<file path="src/verilog/ddr_wr_pkg.sv">
// Purpose: shared constants for the write-turnaround link
// Assumes: timing in core_clk cycles (25 ns), except CLK_NS and TRAS_NS in ns
// Notes:   mode fields travel on the link beside the commands
package ddr_wr_pkg;
  localparam int DQ_W       = 8;
  localparam int BANK_W     = 4;
  localparam int BG_W       = 2;
  localparam int NBANK      = 16;
  localparam int CWL_W      = 5;
  localparam int LAT_W      = 6;
  localparam int TIME_W     = 8;
  localparam int WQ_DEPTH   = 4;
  localparam int WBUF_DEPTH = 32;

  typedef enum logic [2:0] {CMD_DES, CMD_ACT, CMD_WR, CMD_WRA, CMD_RD, CMD_PRE} cmd_e;

  localparam logic [1:0] BL_FIXED8 = 2'h0;
  localparam logic [1:0] BL_OTF    = 2'h1;
  localparam logic [1:0] BL_FIXED4 = 2'h2;

  localparam int BL8_CLK       = 4;
  localparam int BC4_CLK       = 2;
  localparam int CWL_LOW       = 9;
  localparam int PRE2_CWL_STEP = 1;
  localparam logic [CWL_W-1:0] CWL_PRE2_MIN = CWL_W'(CWL_LOW + PRE2_CWL_STEP);

  localparam int TWR_CYC     = 12;
  localparam int TWR_DBI_CYC = 14;
  localparam int TWTR_S_CYC  = 2;
  localparam int TWTR_L_CYC  = 6;
  localparam int CLK_NS      = 25;
  localparam int TRAS_NS     = 33;
  localparam int TRAS_CYC    = (TRAS_NS + CLK_NS - 1) / CLK_NS;
endpackage : ddr_wr_pkg

</file>
<file path="src/verilog/ddr_link_if.sv">
// Purpose: command, mode and write-data link between controller and device
// Assumes: one clock; wdq carries two beats per clock, beat 0 in the low half
// Notes:   wr_hold is the device buffer back-pressure
`timescale 1ns/1ps
interface ddr_link_if
  import ddr_wr_pkg::*;
  (input wire logic core_clk,
   input wire logic rst_b);
  cmd_e               cmd;
  logic [BANK_W-1:0]  bank;
  logic               a12;
  logic [2*DQ_W-1:0]  wdq;
  logic               wdq_valid;
  logic [1:0]         mr_bl;
  logic [CWL_W-1:0]   mr_al;
  logic [CWL_W-1:0]   mr_cwl;
  logic               mr_dbi;
  logic               wr_hold;

  modport ctl  (output cmd, bank, a12, wdq, wdq_valid, mr_bl, mr_al, mr_cwl, mr_dbi,
                input wr_hold);
  modport dram (input cmd, bank, a12, wdq, wdq_valid, mr_bl, mr_al, mr_cwl, mr_dbi,
                output wr_hold);
endinterface : ddr_link_if

</file>
<file path="src/verilog/ddr_write_ctl.sv">
// Purpose: controller end: spaces WRITE, READ, PRECHARGE; drives write data
// Assumes: one request held at a time; mode inputs static between bursts
// Notes:   a request waits in a holding register until its spacing is met
`timescale 1ns/1ps
module ddr_write_ctl
  import ddr_wr_pkg::*;
#(
  parameter int DW = DQ_W,
  parameter int QD = WQ_DEPTH
) (
  input  wire logic                 core_clk,
  input  wire logic                 rst_b,
  ddr_link_if.ctl                   link,
  input  wire logic                 req_valid,
  output logic                      req_ready,
  input  wire cmd_e                 req_cmd,
  input  wire logic [BANK_W-1:0]    req_bank,
  input  wire logic                 req_a12,
  input  wire logic [8*DW-1:0]      req_data,
  input  wire logic [1:0]           bl_mode,
  input  wire logic [CWL_W-1:0]     al,
  input  wire logic [CWL_W-1:0]     cwl,
  input  wire logic                 dbi_en,
  input  wire logic                 pre2
);
  if (DW != DQ_W || QD < 2 || (1 << $clog2(QD)) != QD) begin : g_bad_cfg
    $error("unsupported width, or queue depth not a power of two");
  end

  ////////////////////////////////////////////////////////////////////////////
  // Holding register and mode
  logic                hv;
  cmd_e                h_cmd;
  logic [BANK_W-1:0]   h_bank;
  logic                h_a12;
  logic [8*DW-1:0]     h_data;
  logic [CWL_W-1:0]    eff_cwl;
  logic [LAT_W-1:0]    wl;
  logic                h_bc4;
  logic [2:0]          win_clk;
  logic [2:0]          dat_clk;
  logic                issue;
  logic                legal;
  logic                next_hv;
  logic                is_wr;
  logic [TIME_W-1:0]   now;
  logic [TIME_W-1:0]   wtr_s_cnt;
  logic [TIME_W-1:0]   wtr_l_cnt [1<<BG_W];
  logic [TIME_W-1:0]   wrp_cnt   [NBANK];
  logic [TIME_W-1:0]   ras_cnt   [NBANK];
  logic [NBANK-1:0]    opened;
  logic [TIME_W-1:0]   span;
  logic [TIME_W-1:0]   twr_v;
  logic [BG_W-1:0]     h_bg;
  logic [2:0]          wtw_cnt;

  assign eff_cwl = (pre2 && cwl < CWL_PRE2_MIN) ? CWL_PRE2_MIN : cwl;
  assign wl      = LAT_W'(al) + LAT_W'(eff_cwl);
  assign h_bc4   = bl_mode == BL_FIXED4 || (bl_mode == BL_OTF && !h_a12);
  assign win_clk = bl_mode == BL_FIXED4 ? 3'(BC4_CLK) : 3'(BL8_CLK);
  assign dat_clk = h_bc4 ? 3'(BC4_CLK) : 3'(BL8_CLK);
  assign twr_v   = dbi_en ? TIME_W'(TWR_DBI_CYC) : TIME_W'(TWR_CYC);
  assign span    = TIME_W'(wl) + TIME_W'(win_clk) - 1'b1;
  assign h_bg    = h_bank[BANK_W-1 -: BG_W];
  assign is_wr   = h_cmd == CMD_WR || h_cmd == CMD_WRA;

  logic [$clog2(QD+1)-1:0] qcnt;

  always_comb begin
    legal = 1'b0;
    case (h_cmd)
      CMD_ACT: legal = !opened[h_bank] && wrp_cnt[h_bank] == '0;
      CMD_WR, CMD_WRA: legal = opened[h_bank] && !link.wr_hold && int'(qcnt) < QD &&
                               wtw_cnt == '0;
      CMD_RD: legal = opened[h_bank] && wtr_s_cnt == '0 && wtr_l_cnt[h_bg] == '0;
      CMD_PRE: legal = wrp_cnt[h_bank] == '0 && ras_cnt[h_bank] == '0;
      default: legal = 1'b1;
    endcase
  end

  assign issue   = hv && legal;
  assign next_hv = (hv && !issue) || (req_valid && req_ready);

  always_ff @(posedge core_clk or negedge rst_b) begin
    if (!rst_b) begin
      hv        <= 1'b0;
      req_ready <= 1'b0;
    end else begin
      hv        <= next_hv;
      req_ready <= !next_hv;
    end
  end

  always_ff @(posedge core_clk) begin
    if (req_valid && req_ready) begin
      h_cmd  <= req_cmd;
      h_bank <= req_bank;
      h_a12  <= req_a12;
      h_data <= req_data;
    end
  end

  always_ff @(posedge core_clk or negedge rst_b) begin
    if (!rst_b) now <= '0;
    else now <= now + 1'b1;
  end

  ////////////////////////////////////////////////////////////////////////////
  // Command and mode drive
  always_ff @(posedge core_clk or negedge rst_b) begin
    if (!rst_b) begin
      link.cmd    <= CMD_DES;
      link.bank   <= '0;
      link.a12    <= 1'b0;
      link.mr_bl  <= BL_FIXED8;
      link.mr_al  <= '0;
      link.mr_cwl <= CWL_W'(CWL_LOW);
      link.mr_dbi <= 1'b0;
    end else begin
      link.cmd    <= issue ? h_cmd : CMD_DES;
      link.bank   <= h_bank;
      link.a12    <= h_a12;
      link.mr_bl  <= bl_mode;
      link.mr_al  <= al;
      link.mr_cwl <= eff_cwl;
      link.mr_dbi <= dbi_en;
    end
  end

  ////////////////////////////////////////////////////////////////////////////
  // Spacing counters
  // short write-to-read
  always_ff @(posedge core_clk or negedge rst_b) begin
    if (!rst_b) wtr_s_cnt <= '0;
    else if (issue && is_wr && span + TIME_W'(TWTR_S_CYC) > wtr_s_cnt)
      wtr_s_cnt <= span + TIME_W'(TWTR_S_CYC);
    else if (wtr_s_cnt != '0) wtr_s_cnt <= wtr_s_cnt - 1'b1;
  end

  // whole burst windows
  // Next write waits out the current data window so bursts never overlap
  always_ff @(posedge core_clk or negedge rst_b) begin
    if (!rst_b) wtw_cnt <= '0;
    else if (issue && is_wr) wtw_cnt <= win_clk - 3'h1;
    else if (wtw_cnt != '0) wtw_cnt <= wtw_cnt - 3'h1;
  end

  for (genvar g = 0; g < (1 << BG_W); g++) begin : g_bg
    always_ff @(posedge core_clk or negedge rst_b) begin
      if (!rst_b) wtr_l_cnt[g] <= '0;
      else if (issue && is_wr && h_bg == BG_W'(g) && span + TIME_W'(TWTR_L_CYC) > wtr_l_cnt[g])
        wtr_l_cnt[g] <= span + TIME_W'(TWTR_L_CYC);
      else if (wtr_l_cnt[g] != '0) wtr_l_cnt[g] <= wtr_l_cnt[g] - 1'b1;
    end
  end

  for (genvar b = 0; b < NBANK; b++) begin : g_bank
    logic hit;
    assign hit = issue && h_bank == BANK_W'(b);

    always_ff @(posedge core_clk or negedge rst_b) begin
      if (!rst_b) wrp_cnt[b] <= '0;
      else if (hit && is_wr && span + twr_v > wrp_cnt[b]) wrp_cnt[b] <= span + twr_v;
      else if (wrp_cnt[b] != '0) wrp_cnt[b] <= wrp_cnt[b] - 1'b1;
    end

    always_ff @(posedge core_clk or negedge rst_b) begin
      if (!rst_b) ras_cnt[b] <= '0;
      else if (hit && h_cmd == CMD_ACT) ras_cnt[b] <= TIME_W'(TRAS_CYC - 1);
      else if (ras_cnt[b] != '0) ras_cnt[b] <= ras_cnt[b] - 1'b1;
    end

    always_ff @(posedge core_clk or negedge rst_b) begin
      if (!rst_b) opened[b] <= 1'b0;
      else if (hit && h_cmd == CMD_ACT) opened[b] <= 1'b1;
      else if (hit && (h_cmd == CMD_PRE || h_cmd == CMD_WRA)) opened[b] <= 1'b0;
    end
  end

  ////////////////////////////////////////////////////////////////////////////
  // Write-data queue and driver
  logic [TIME_W-1:0]       q_due [QD];
  logic [8*DW-1:0]         q_dat [QD];
  logic [2:0]              q_clk [QD];
  logic [$clog2(QD)-1:0]   qw;
  logic [$clog2(QD)-1:0]   qr;
  logic                    launch;
  logic [2:0]              d_left;
  logic [8*DW-1:0]         sh;

  assign launch = qcnt != '0 && q_due[qr] == now;

  always_ff @(posedge core_clk) begin
    if (issue && is_wr) begin
      q_due[qw] <= now + TIME_W'(wl);
      q_dat[qw] <= h_data;
      q_clk[qw] <= dat_clk;
    end
  end

  always_ff @(posedge core_clk or negedge rst_b) begin
    if (!rst_b) begin
      qw   <= '0;
      qr   <= '0;
      qcnt <= '0;
    end else begin
      if (issue && is_wr) qw <= qw + 1'b1;
      if (launch) qr <= qr + 1'b1;
      qcnt <= qcnt + ((issue && is_wr) ? 1'b1 : 1'b0) - (launch ? 1'b1 : 1'b0);
    end
  end

  always_ff @(posedge core_clk or negedge rst_b) begin
    if (!rst_b) begin
      link.wdq       <= '0;
      link.wdq_valid <= 1'b0;
      d_left         <= '0;
      sh             <= '0;
    end else if (launch) begin
      link.wdq       <= q_dat[qr][2*DW-1:0];
      link.wdq_valid <= 1'b1;
      d_left         <= q_clk[qr] - 3'h1;
      sh             <= q_dat[qr] >> (2*DW);
    end else if (d_left != '0) begin
      link.wdq       <= sh[2*DW-1:0];
      link.wdq_valid <= 1'b1;
      d_left         <= d_left - 3'h1;
      sh             <= sh >> (2*DW);
    end else begin
      link.wdq_valid <= 1'b0;
    end
  end
endmodule : ddr_write_ctl

</file>
<file path="src/flat_wrapper.sv">
// flat-port wrapper written by rule: the top's interface ports become plain ports
module ddr_write_ctl_flat import ddr_wr_pkg::*;
#(
  parameter int DW = DQ_W,
  parameter int QD = WQ_DEPTH
)
  (core_clk, rst_b, req_valid, req_ready, req_cmd, req_bank, req_a12, req_data, bl_mode, al, cwl, dbi_en, pre2, link_cmd, link_bank, link_a12, link_wdq, link_wdq_valid, link_mr_bl, link_mr_al, link_mr_cwl, link_mr_dbi, link_wr_hold);
  ddr_link_if link_i (.core_clk(core_clk), .rst_b(rst_b));
  input  wire logic core_clk;
  input  wire logic rst_b;
  input  wire logic req_valid;
  output logic req_ready;
  input  wire cmd_e req_cmd;
  input  wire logic [BANK_W-1:0] req_bank;
  input  wire logic req_a12;
  input  wire logic [8*DW-1:0] req_data;
  input  wire logic [1:0] bl_mode;
  input  wire logic [CWL_W-1:0] al;
  input  wire logic [CWL_W-1:0] cwl;
  input  wire logic dbi_en;
  input  wire logic pre2;
  output wire logic [$bits(link_i.cmd)-1:0] link_cmd;
  output wire logic [$bits(link_i.bank)-1:0] link_bank;
  output wire logic [$bits(link_i.a12)-1:0] link_a12;
  output wire logic [$bits(link_i.wdq)-1:0] link_wdq;
  output wire logic [$bits(link_i.wdq_valid)-1:0] link_wdq_valid;
  output wire logic [$bits(link_i.mr_bl)-1:0] link_mr_bl;
  output wire logic [$bits(link_i.mr_al)-1:0] link_mr_al;
  output wire logic [$bits(link_i.mr_cwl)-1:0] link_mr_cwl;
  output wire logic [$bits(link_i.mr_dbi)-1:0] link_mr_dbi;
  input wire logic [$bits(link_i.wr_hold)-1:0] link_wr_hold;
  assign link_cmd = link_i.cmd;
  assign link_bank = link_i.bank;
  assign link_a12 = link_i.a12;
  assign link_wdq = link_i.wdq;
  assign link_wdq_valid = link_i.wdq_valid;
  assign link_mr_bl = link_i.mr_bl;
  assign link_mr_al = link_i.mr_al;
  assign link_mr_cwl = link_i.mr_cwl;
  assign link_mr_dbi = link_i.mr_dbi;
  assign link_i.wr_hold = link_wr_hold;
  ddr_write_ctl #(.DW(DW), .QD(QD)) u_core (.core_clk(core_clk), .rst_b(rst_b), .link(link_i), .req_valid(req_valid), .req_ready(req_ready), .req_cmd(req_cmd), .req_bank(req_bank), .req_a12(req_a12), .req_data(req_data), .bl_mode(bl_mode), .al(al), .cwl(cwl), .dbi_en(dbi_en), .pre2(pre2));
endmodule
</file>
<file path="config.mk">
export PLATFORM = sky130hd
export DESIGN_NAME = ddr_write_ctl_flat
export DESIGN_NICKNAME = d
export VERILOG_FILES = /design/src/verilog/ddr_wr_pkg.sv /design/src/verilog/ddr_link_if.sv /design/src/verilog/ddr_write_ctl.sv /design/src/flat_wrapper.sv
export SDC_FILE = /design/constraint.sdc
export NUM_CORES = 1
export LEC_CHECK = 0
export BUFFER_PORTS_ARGS = -buffer_cell sky130_fd_sc_hd__buf_2
export CAP_MARGIN = 25
export CORE_MARGIN = 4
export CORE_UTILIZATION = 40
export CTS_CLUSTER_DIAMETER = 30
export DETAILED_ROUTE_END_ITERATION = 8
export PLACE_DENSITY_LB_ADDON = 0.25
export SYNTH_ARGS = -nofsm -noshare
export SYNTH_HDL_FRONTEND = slang
export SYNTH_SLANG_ARGS = --single-unit
export TNS_END_PERCENT = 100
</file>
<file path="constraint.sdc">
create_clock -name core_clk -period 7 [get_ports core_clk]
set_clock_uncertainty 0.15 [all_clocks]
set_input_delay 1.75 -clock core_clk [delete_from_list [all_inputs] [get_ports core_clk]]
set_output_delay 1.75 -clock core_clk [all_outputs]
set_load 0.02 [all_outputs]
</file>
# Yosys cells after proc, flatten, opt, wreduce, memory -nomap -nowiden
# Memories as Yosys holds them, arrays and structs flattened.
# Cells that the tools add are included.
[word_totals] mem_bits_ro=0 inputBits=90 mem_count=3 mem_bits_rw=300 regBits=509 latch_bits=0
[op_classes] multipliers=0 magnitude_cmp=26 n_div=0 n_bitwise=2 muxes=137 reduce_logical=215 shift=0 add_sub_neg=53 eq_ne=26
[mem_list] name="u_core.q_dat" depth=4 word_bits=64 read_ports=1 rd_clocked_by_memory_dff=0 write_ports=1 line="ddr_write_ctl.sv:183" rtl="logic [8*DW-1:0] q_dat [QD];"
[mem_list] name="u_core.q_due" depth=4 word_bits=8 read_ports=1 rd_clocked_by_memory_dff=0 write_ports=1 line="ddr_write_ctl.sv:182" rtl="logic [TIME_W-1:0] q_due [QD];"
[mem_list] name="u_core.q_clk" depth=4 word_bits=3 read_ports=1 rd_clocked_by_memory_dff=0 write_ports=1 line="ddr_write_ctl.sv:184" rtl="logic [2:0] q_clk [QD];"
[op_table] operator="two-way mux 8 bit" count=80
[op_table] operator="subtractor 8 x 1 -> 8 bit, second input constant" count=38
[op_table] operator="nonzero test 8 bit" count=37
[op_table] operator="> comparator 8 bit" count=21
[op_table] operator="two-way mux 64 bit" count=2
[op_table] operator="nonzero test 2 bit" count=55
[op_table] operator="logical AND 1 bit" count=103
[op_table] operator="binary-select mux 8 bit (select 4 bit)" count=2
[op_table] operator="two-way mux 1 bit" count=39
[op_table] operator="== test 4 bit, second input constant" count=8
[op_table] operator="logical NOT 8 bit" count=4
[op_table] operator="two-way mux 16 bit" count=2
[op_table] operator="two-way mux 3 bit" count=7
[op_table] operator="binary-select mux 8 bit (select 2 bit)" count=1
[op_table] operator="== test 4 x 3 -> 1 bit, second input constant" count=4
[op_table] operator="subtractor 3 x 1 -> 3 bit, second input constant" count=4
[op_table] operator="nonzero test 3 bit" count=3
[op_table] operator="adder 8 x 1 -> 8 bit, second input constant" count=1
[op_table] operator="adder 8 x 2 -> 8 bit, second input constant" count=1
[op_table] operator="adder 8 x 3 -> 8 bit, second input constant" count=1
[op_table] operator="adder 8 x 6 -> 8 bit" count=1
[op_table] operator="adder 8 bit" count=1
[op_table] operator="== test 4 x 2 -> 1 bit, second input constant" count=2
[op_table] operator="== test 8 bit" count=1
[op_table] operator="other kinds (28)" count=41

# Longest topological paths before layout
[logic_depth] depth_word=12 mapped_depth=28 ltp_nobuf=25

# Least setup slack after synthesis
# No wires, ideal clock.
[synth_path] kind="input to register" from="in pre2" to="reg u_core.wrp_cnt[33] in the netlist's numbering" arrival_time_ns=7.898 stages=26 setup_ns=0.125 path_slack_ns=-1.173 t_required_ns=6.725 path_cell_list="nor2b_1 -> a21boi_0 -> ha_1 -> inv_1 -> fa_1 -> inv_1 -> ha_1 -> inv_1 -> fa_1 -> nor3b_1 -> nor2_1 -> mux2_2 -> or4_1 -> a221o_1 -> buf_2 -> xor2_1 -> clkbuf_1 -> inv_1 -> ha_1 -> a21o_1 -> a21o_1 -> a21oi_1 -> o21ai_0 -> nand4bb_1 -> clkbuf_1 -> mux2_2"
[synth_via] elab_chain_len=9 elab_cells_between_ends=10
[synth_lines] element="from (decl)" line="flat_wrapper.sv:21" rtl="input wire logic pre2;"
[synth_lines] element="logical AND 1 bit *" line="ddr_write_ctl.sv:57" rtl="assign eff_cwl = (pre2 && cwl < CWL_PRE2_MIN) ? CWL_PRE2_MIN : cwl;"
[synth_lines] element="two-way mux 5 bit *" line="ddr_write_ctl.sv:57"
[synth_lines] element="net u_core.eff_cwl[0]" line="ddr_write_ctl.sv:37" rtl="logic [CWL_W-1:0] eff_cwl;"
[synth_lines] element="adder 5 x 5 -> 6 bit *" line="ddr_write_ctl.sv:58" rtl="assign wl = LAT_W'(al) + LAT_W'(eff_cwl);"
[synth_lines] element="adder 6 x 3 -> 7 bit *" line="ddr_write_ctl.sv:63" rtl="assign span = TIME_W'(wl) + TIME_W'(win_clk) - 1'b1;"
[synth_lines] element="subtractor 8 x 1 -> 8 bit *" line="ddr_write_ctl.sv:63"
[synth_lines] element="adder 8 bit *" line="ddr_write_ctl.sv:163" rtl="else if (hit && is_wr && span + twr_v > wrp_cnt[b]) wrp_cnt[b] <= span + twr_v;"
[synth_lines] element="> comparator 8 bit" line="ddr_write_ctl.sv:163"
[synth_lines] element="logical AND 1 bit" line="ddr_write_ctl.sv:163"
[synth_lines] element="two-way mux 8 bit or nonzero test 2 bit (tied branches)"
[synth_lines] element="to (signal, indexed assignment)" line="ddr_write_ctl.sv:162" rtl="if (!rst_b) wrp_cnt[b] <= '0;"
[synth_lines] element="to (decl)" line="ddr_write_ctl.sv:49" rtl="logic [TIME_W-1:0] wrp_cnt [NBANK];"
# The timed path passes the listed nets; every way through them passes the cells marked *.
# A chain may end at the register's enable or synchronous reset.

# Worst setup path in the final report
[layout_path] from="in pre2" to="reg u_core.wrp_cnt[25] in the netlist's numbering"
# The elaborated chain is that of the path after synthesis.

==> out/metrics.csv <==
metric,value,unit
outcome,"finished, final reports clean",
synth_nets,3693,
drive_above_1_share,0.1897,
p_int,0.01415,W
start_util,0.4029,
grt_overflow,0,
synthDistinctLibCells,82,
synth_area,39650,um2
hold_viol,0,
drt_iter0_drc,1787,
crit_path_top_delay_cell,fa_1,
h-tree-depth,4,
cp.arrival,7.11,ns
pwr-share-seq,0.315,
p_clk_frac,0.410,
die_w,322.9,um
viasPerCell,5.202,
wl_per_cell,18.69,um
seqCellArea,21600,um2
place.detailed.hpwl,62.56,mm
worst_pin_slew,1.042,ns
use_met2,0.2957,
n_fill_cell,8631,
max_stage_delay,0.52,ns
drv_slew,0,
cpMostUsedCell,inv_2,
tritoncts,done,
synth_edf_count,368,
met3_usage,0.03948,
worstSetupPathType,primary input to flop,
leakagePower,20.63,nW
place.gp.congestion,0.8460,
syn_inst,3366,
fin_ws,0.3155,ns
track_usage,0.1879,
setup-tns-final,0,ns
fin_hold_ws,0.2017,ns
yosysTopAreaCellShare,0.2787,
grt_max_degree,140,
dpl_cell_area,42820,um2
core_area,98420,um2
multi_input_area,16890,um2
ys_async_sr_fraction,0.5336,
yosysWarnings,0,
io_pins,129,
required,7.42,ns
slew-limit-headroom,0.2995,
cp-end-kind,flop,
drt-total-wl,96.18,mm
final_core_util,0.5004,
num_vias,26770,
fin_crit_sh,0.9549,
start_kind,primary input,
clock_path_buffers,3,
sw_frac_of_total,0.3275,
clk-insertion-delay-late,0.76,ns
grt_pass1_vias,27500,
fin_area,49250,um2
clock_tree.root_cell,clkbuf_16,
max_freq,149.6,MHz
drcViolationCount,0,
synth_top_cells_by_area,"edfxtp_1 28%, dfrtp_1 26%, ha_1 7.4%",
ir_drop,0.2309,mV
cts_num_sinks,789,
synth_top_area_cell,edfxtp_1,
finalNetCount,4034,
power_switching,0.006891,W
grt_pass1_wl,153.7,mm
area_growth,24.21,%
ys_top_cells_by_count,"419 x dfrtp_1, 368 x edfxtp_1, 261 x nor2_1, 249 x inv_1, 233 x ha_1",
powerDensity,427.2,nW/um2
dr.pass1.iters,5,
path_max_fanout,9,
rsz0062_at_grt,no,
ys.flop_type,dfrtp_1,
setup_viol,0,
clk_pin_slew,0.04,ns
antenna_found_initial,8,
die_h,322.9,um
period_minus_slack,6.684,ns
synth_most_common_cell,dfrtp_1,
globalRouteMet1Util,0.2618,
synth-seq-cells,789,
rows,115,
ys_seq_area_frac,0.5444,
ant_nets,0,
dieArea,104200,um2
avgSynthCellArea,11.78,um2
cts_buffers,175,
portBuffers,128,
combPwrFrac,0.275,
post_cts_buffers,0,
pre_cts_slack,-0.4736,ns
drv_cap,0,
globalRoute.busiestLayer,met2,
worst_hold_path_type,flop to flop,
critical path: cells and delay by family:
family | cells | cell delay, ns
adders and majority gates | 5 | 1.59
and+or+nand+nor | 7 | 1.34
AOI/OAI and AO/OA | 4 | 0.92
buffers and inverters | 6 | 0.66
muxes | 2 | 0.60
xor gates and xnor gates | 1 | 0.20
path summary, 6_finish.rpt:
path	start	to	slack [ns]	depth (start not counted)
setup / recovery	pre2	u_core.wrp_cnt[25]	0.32	25
hold / removal	u_core.h_a12	u_core.link.a12	0.20	0
setup reg to reg	u_core.h_bank[0]	u_core.q_dat[3][57]	1.79	9
hold reg to reg	u_core.h_a12	u_core.link.a12	0.20	0
max in group asynchronous	rst_b	u_core.opened[15]	4.48	2
min in group asynchronous	rst_b	u_core.link.mr_al[3]	0.87	1
state kept, by name, summed over array words and instances, names as in the netlist, 16 cells and up:
register	count
u_core.h_data	64
u_core.sh	48
u_core.wtr_l_cnt	32
u_core.q_dat	256
u_core.opened	16
u_core.q_due	32
u_core.wrp_cnt	128
u_core.link.wdq	16
u_core.ras_cnt	128
layout make-up:
| type | count | share of cell area |
|---|---|---|
| Sequential cell | 789 | 0.4385 |
| Clock inverter | 117 | 0.03376 |
| Antenna cell | 1 | 0.00005081 |
| Tap cell | 1287 | 0.03269 |
| Multi-Input combinational cell | 2232 | 0.3430 |
| Timing Repair Buffer | 260 | 0.03678 |
| Inverter | 249 | 0.01910 |
| Clock buffer | 211 | 0.09613 |
power by group through the flow:
| stage | Clock (W) | Combinational, W | Sequential, W |
|---|---|---|---|
| final | 0.00863 | 0.00578 | 0.00663 |
| after global routing | 0.00906 | 0.00655 | 0.00677 |
| after floorplan | 0 | 0.00403 | 0.00645 |
| after detailed placement | 0 | 0.00576 | 0.00668 |
| after CTS | 0.00877 | 0.00580 | 0.00662 |
| after global placement | 0 | 0.00565 | 0.00667 |
layer usage:
| metal | share of wire | wire, um |
|---|---|---|
| met3 | 0.048 | 4586 |
| met1 | 0.47 | 45330 |
| met4 | 0.022 | 2081 |
| met2 | 0.46 | 44170 |
| met5 | 0.00012 | 12 |
what timing repair did:
action                     CTS  global route
hold buffers                 0             0
setup endpoints to repair    0             4
resized for setup            0             3
cells by family after synthesis:
logic type	after synthesis	synth area share
and+or+nand+nor	1013	0.1296
DFF	789	0.5444
AOI/OAI and AO/OA	503	0.07696
buffers and inverters	345	0.03307
muxes	279	0.09605
adders and majority gates	237	0.07554
xor gates and xnor gates	200	0.04437
layout by cell type (no fill, tap or decap), types with 127 or more instances in the layout:
master / n
nor2_1: 261
edfxtp_1: 368
a21oi_1: 157
o21ai_0: 161
dfrtp_1: 417
ha_1: 230
xnor2_1: 145
clkbuf_16: 175
inv_1: 244
buf_2: 127
mux2i_1: 178
nand2_1: 216
through the flow:
stage	total power [W]	cells
final	0.02104	5146
after global routing	0.02237	5146
after CTS	0.02120	5144
after detailed placement	0.01244	4816
after global placement	0.01232	4815
after floorplan	0.01048	3366
No activity file was read; power rests on OpenSTA's default activity.
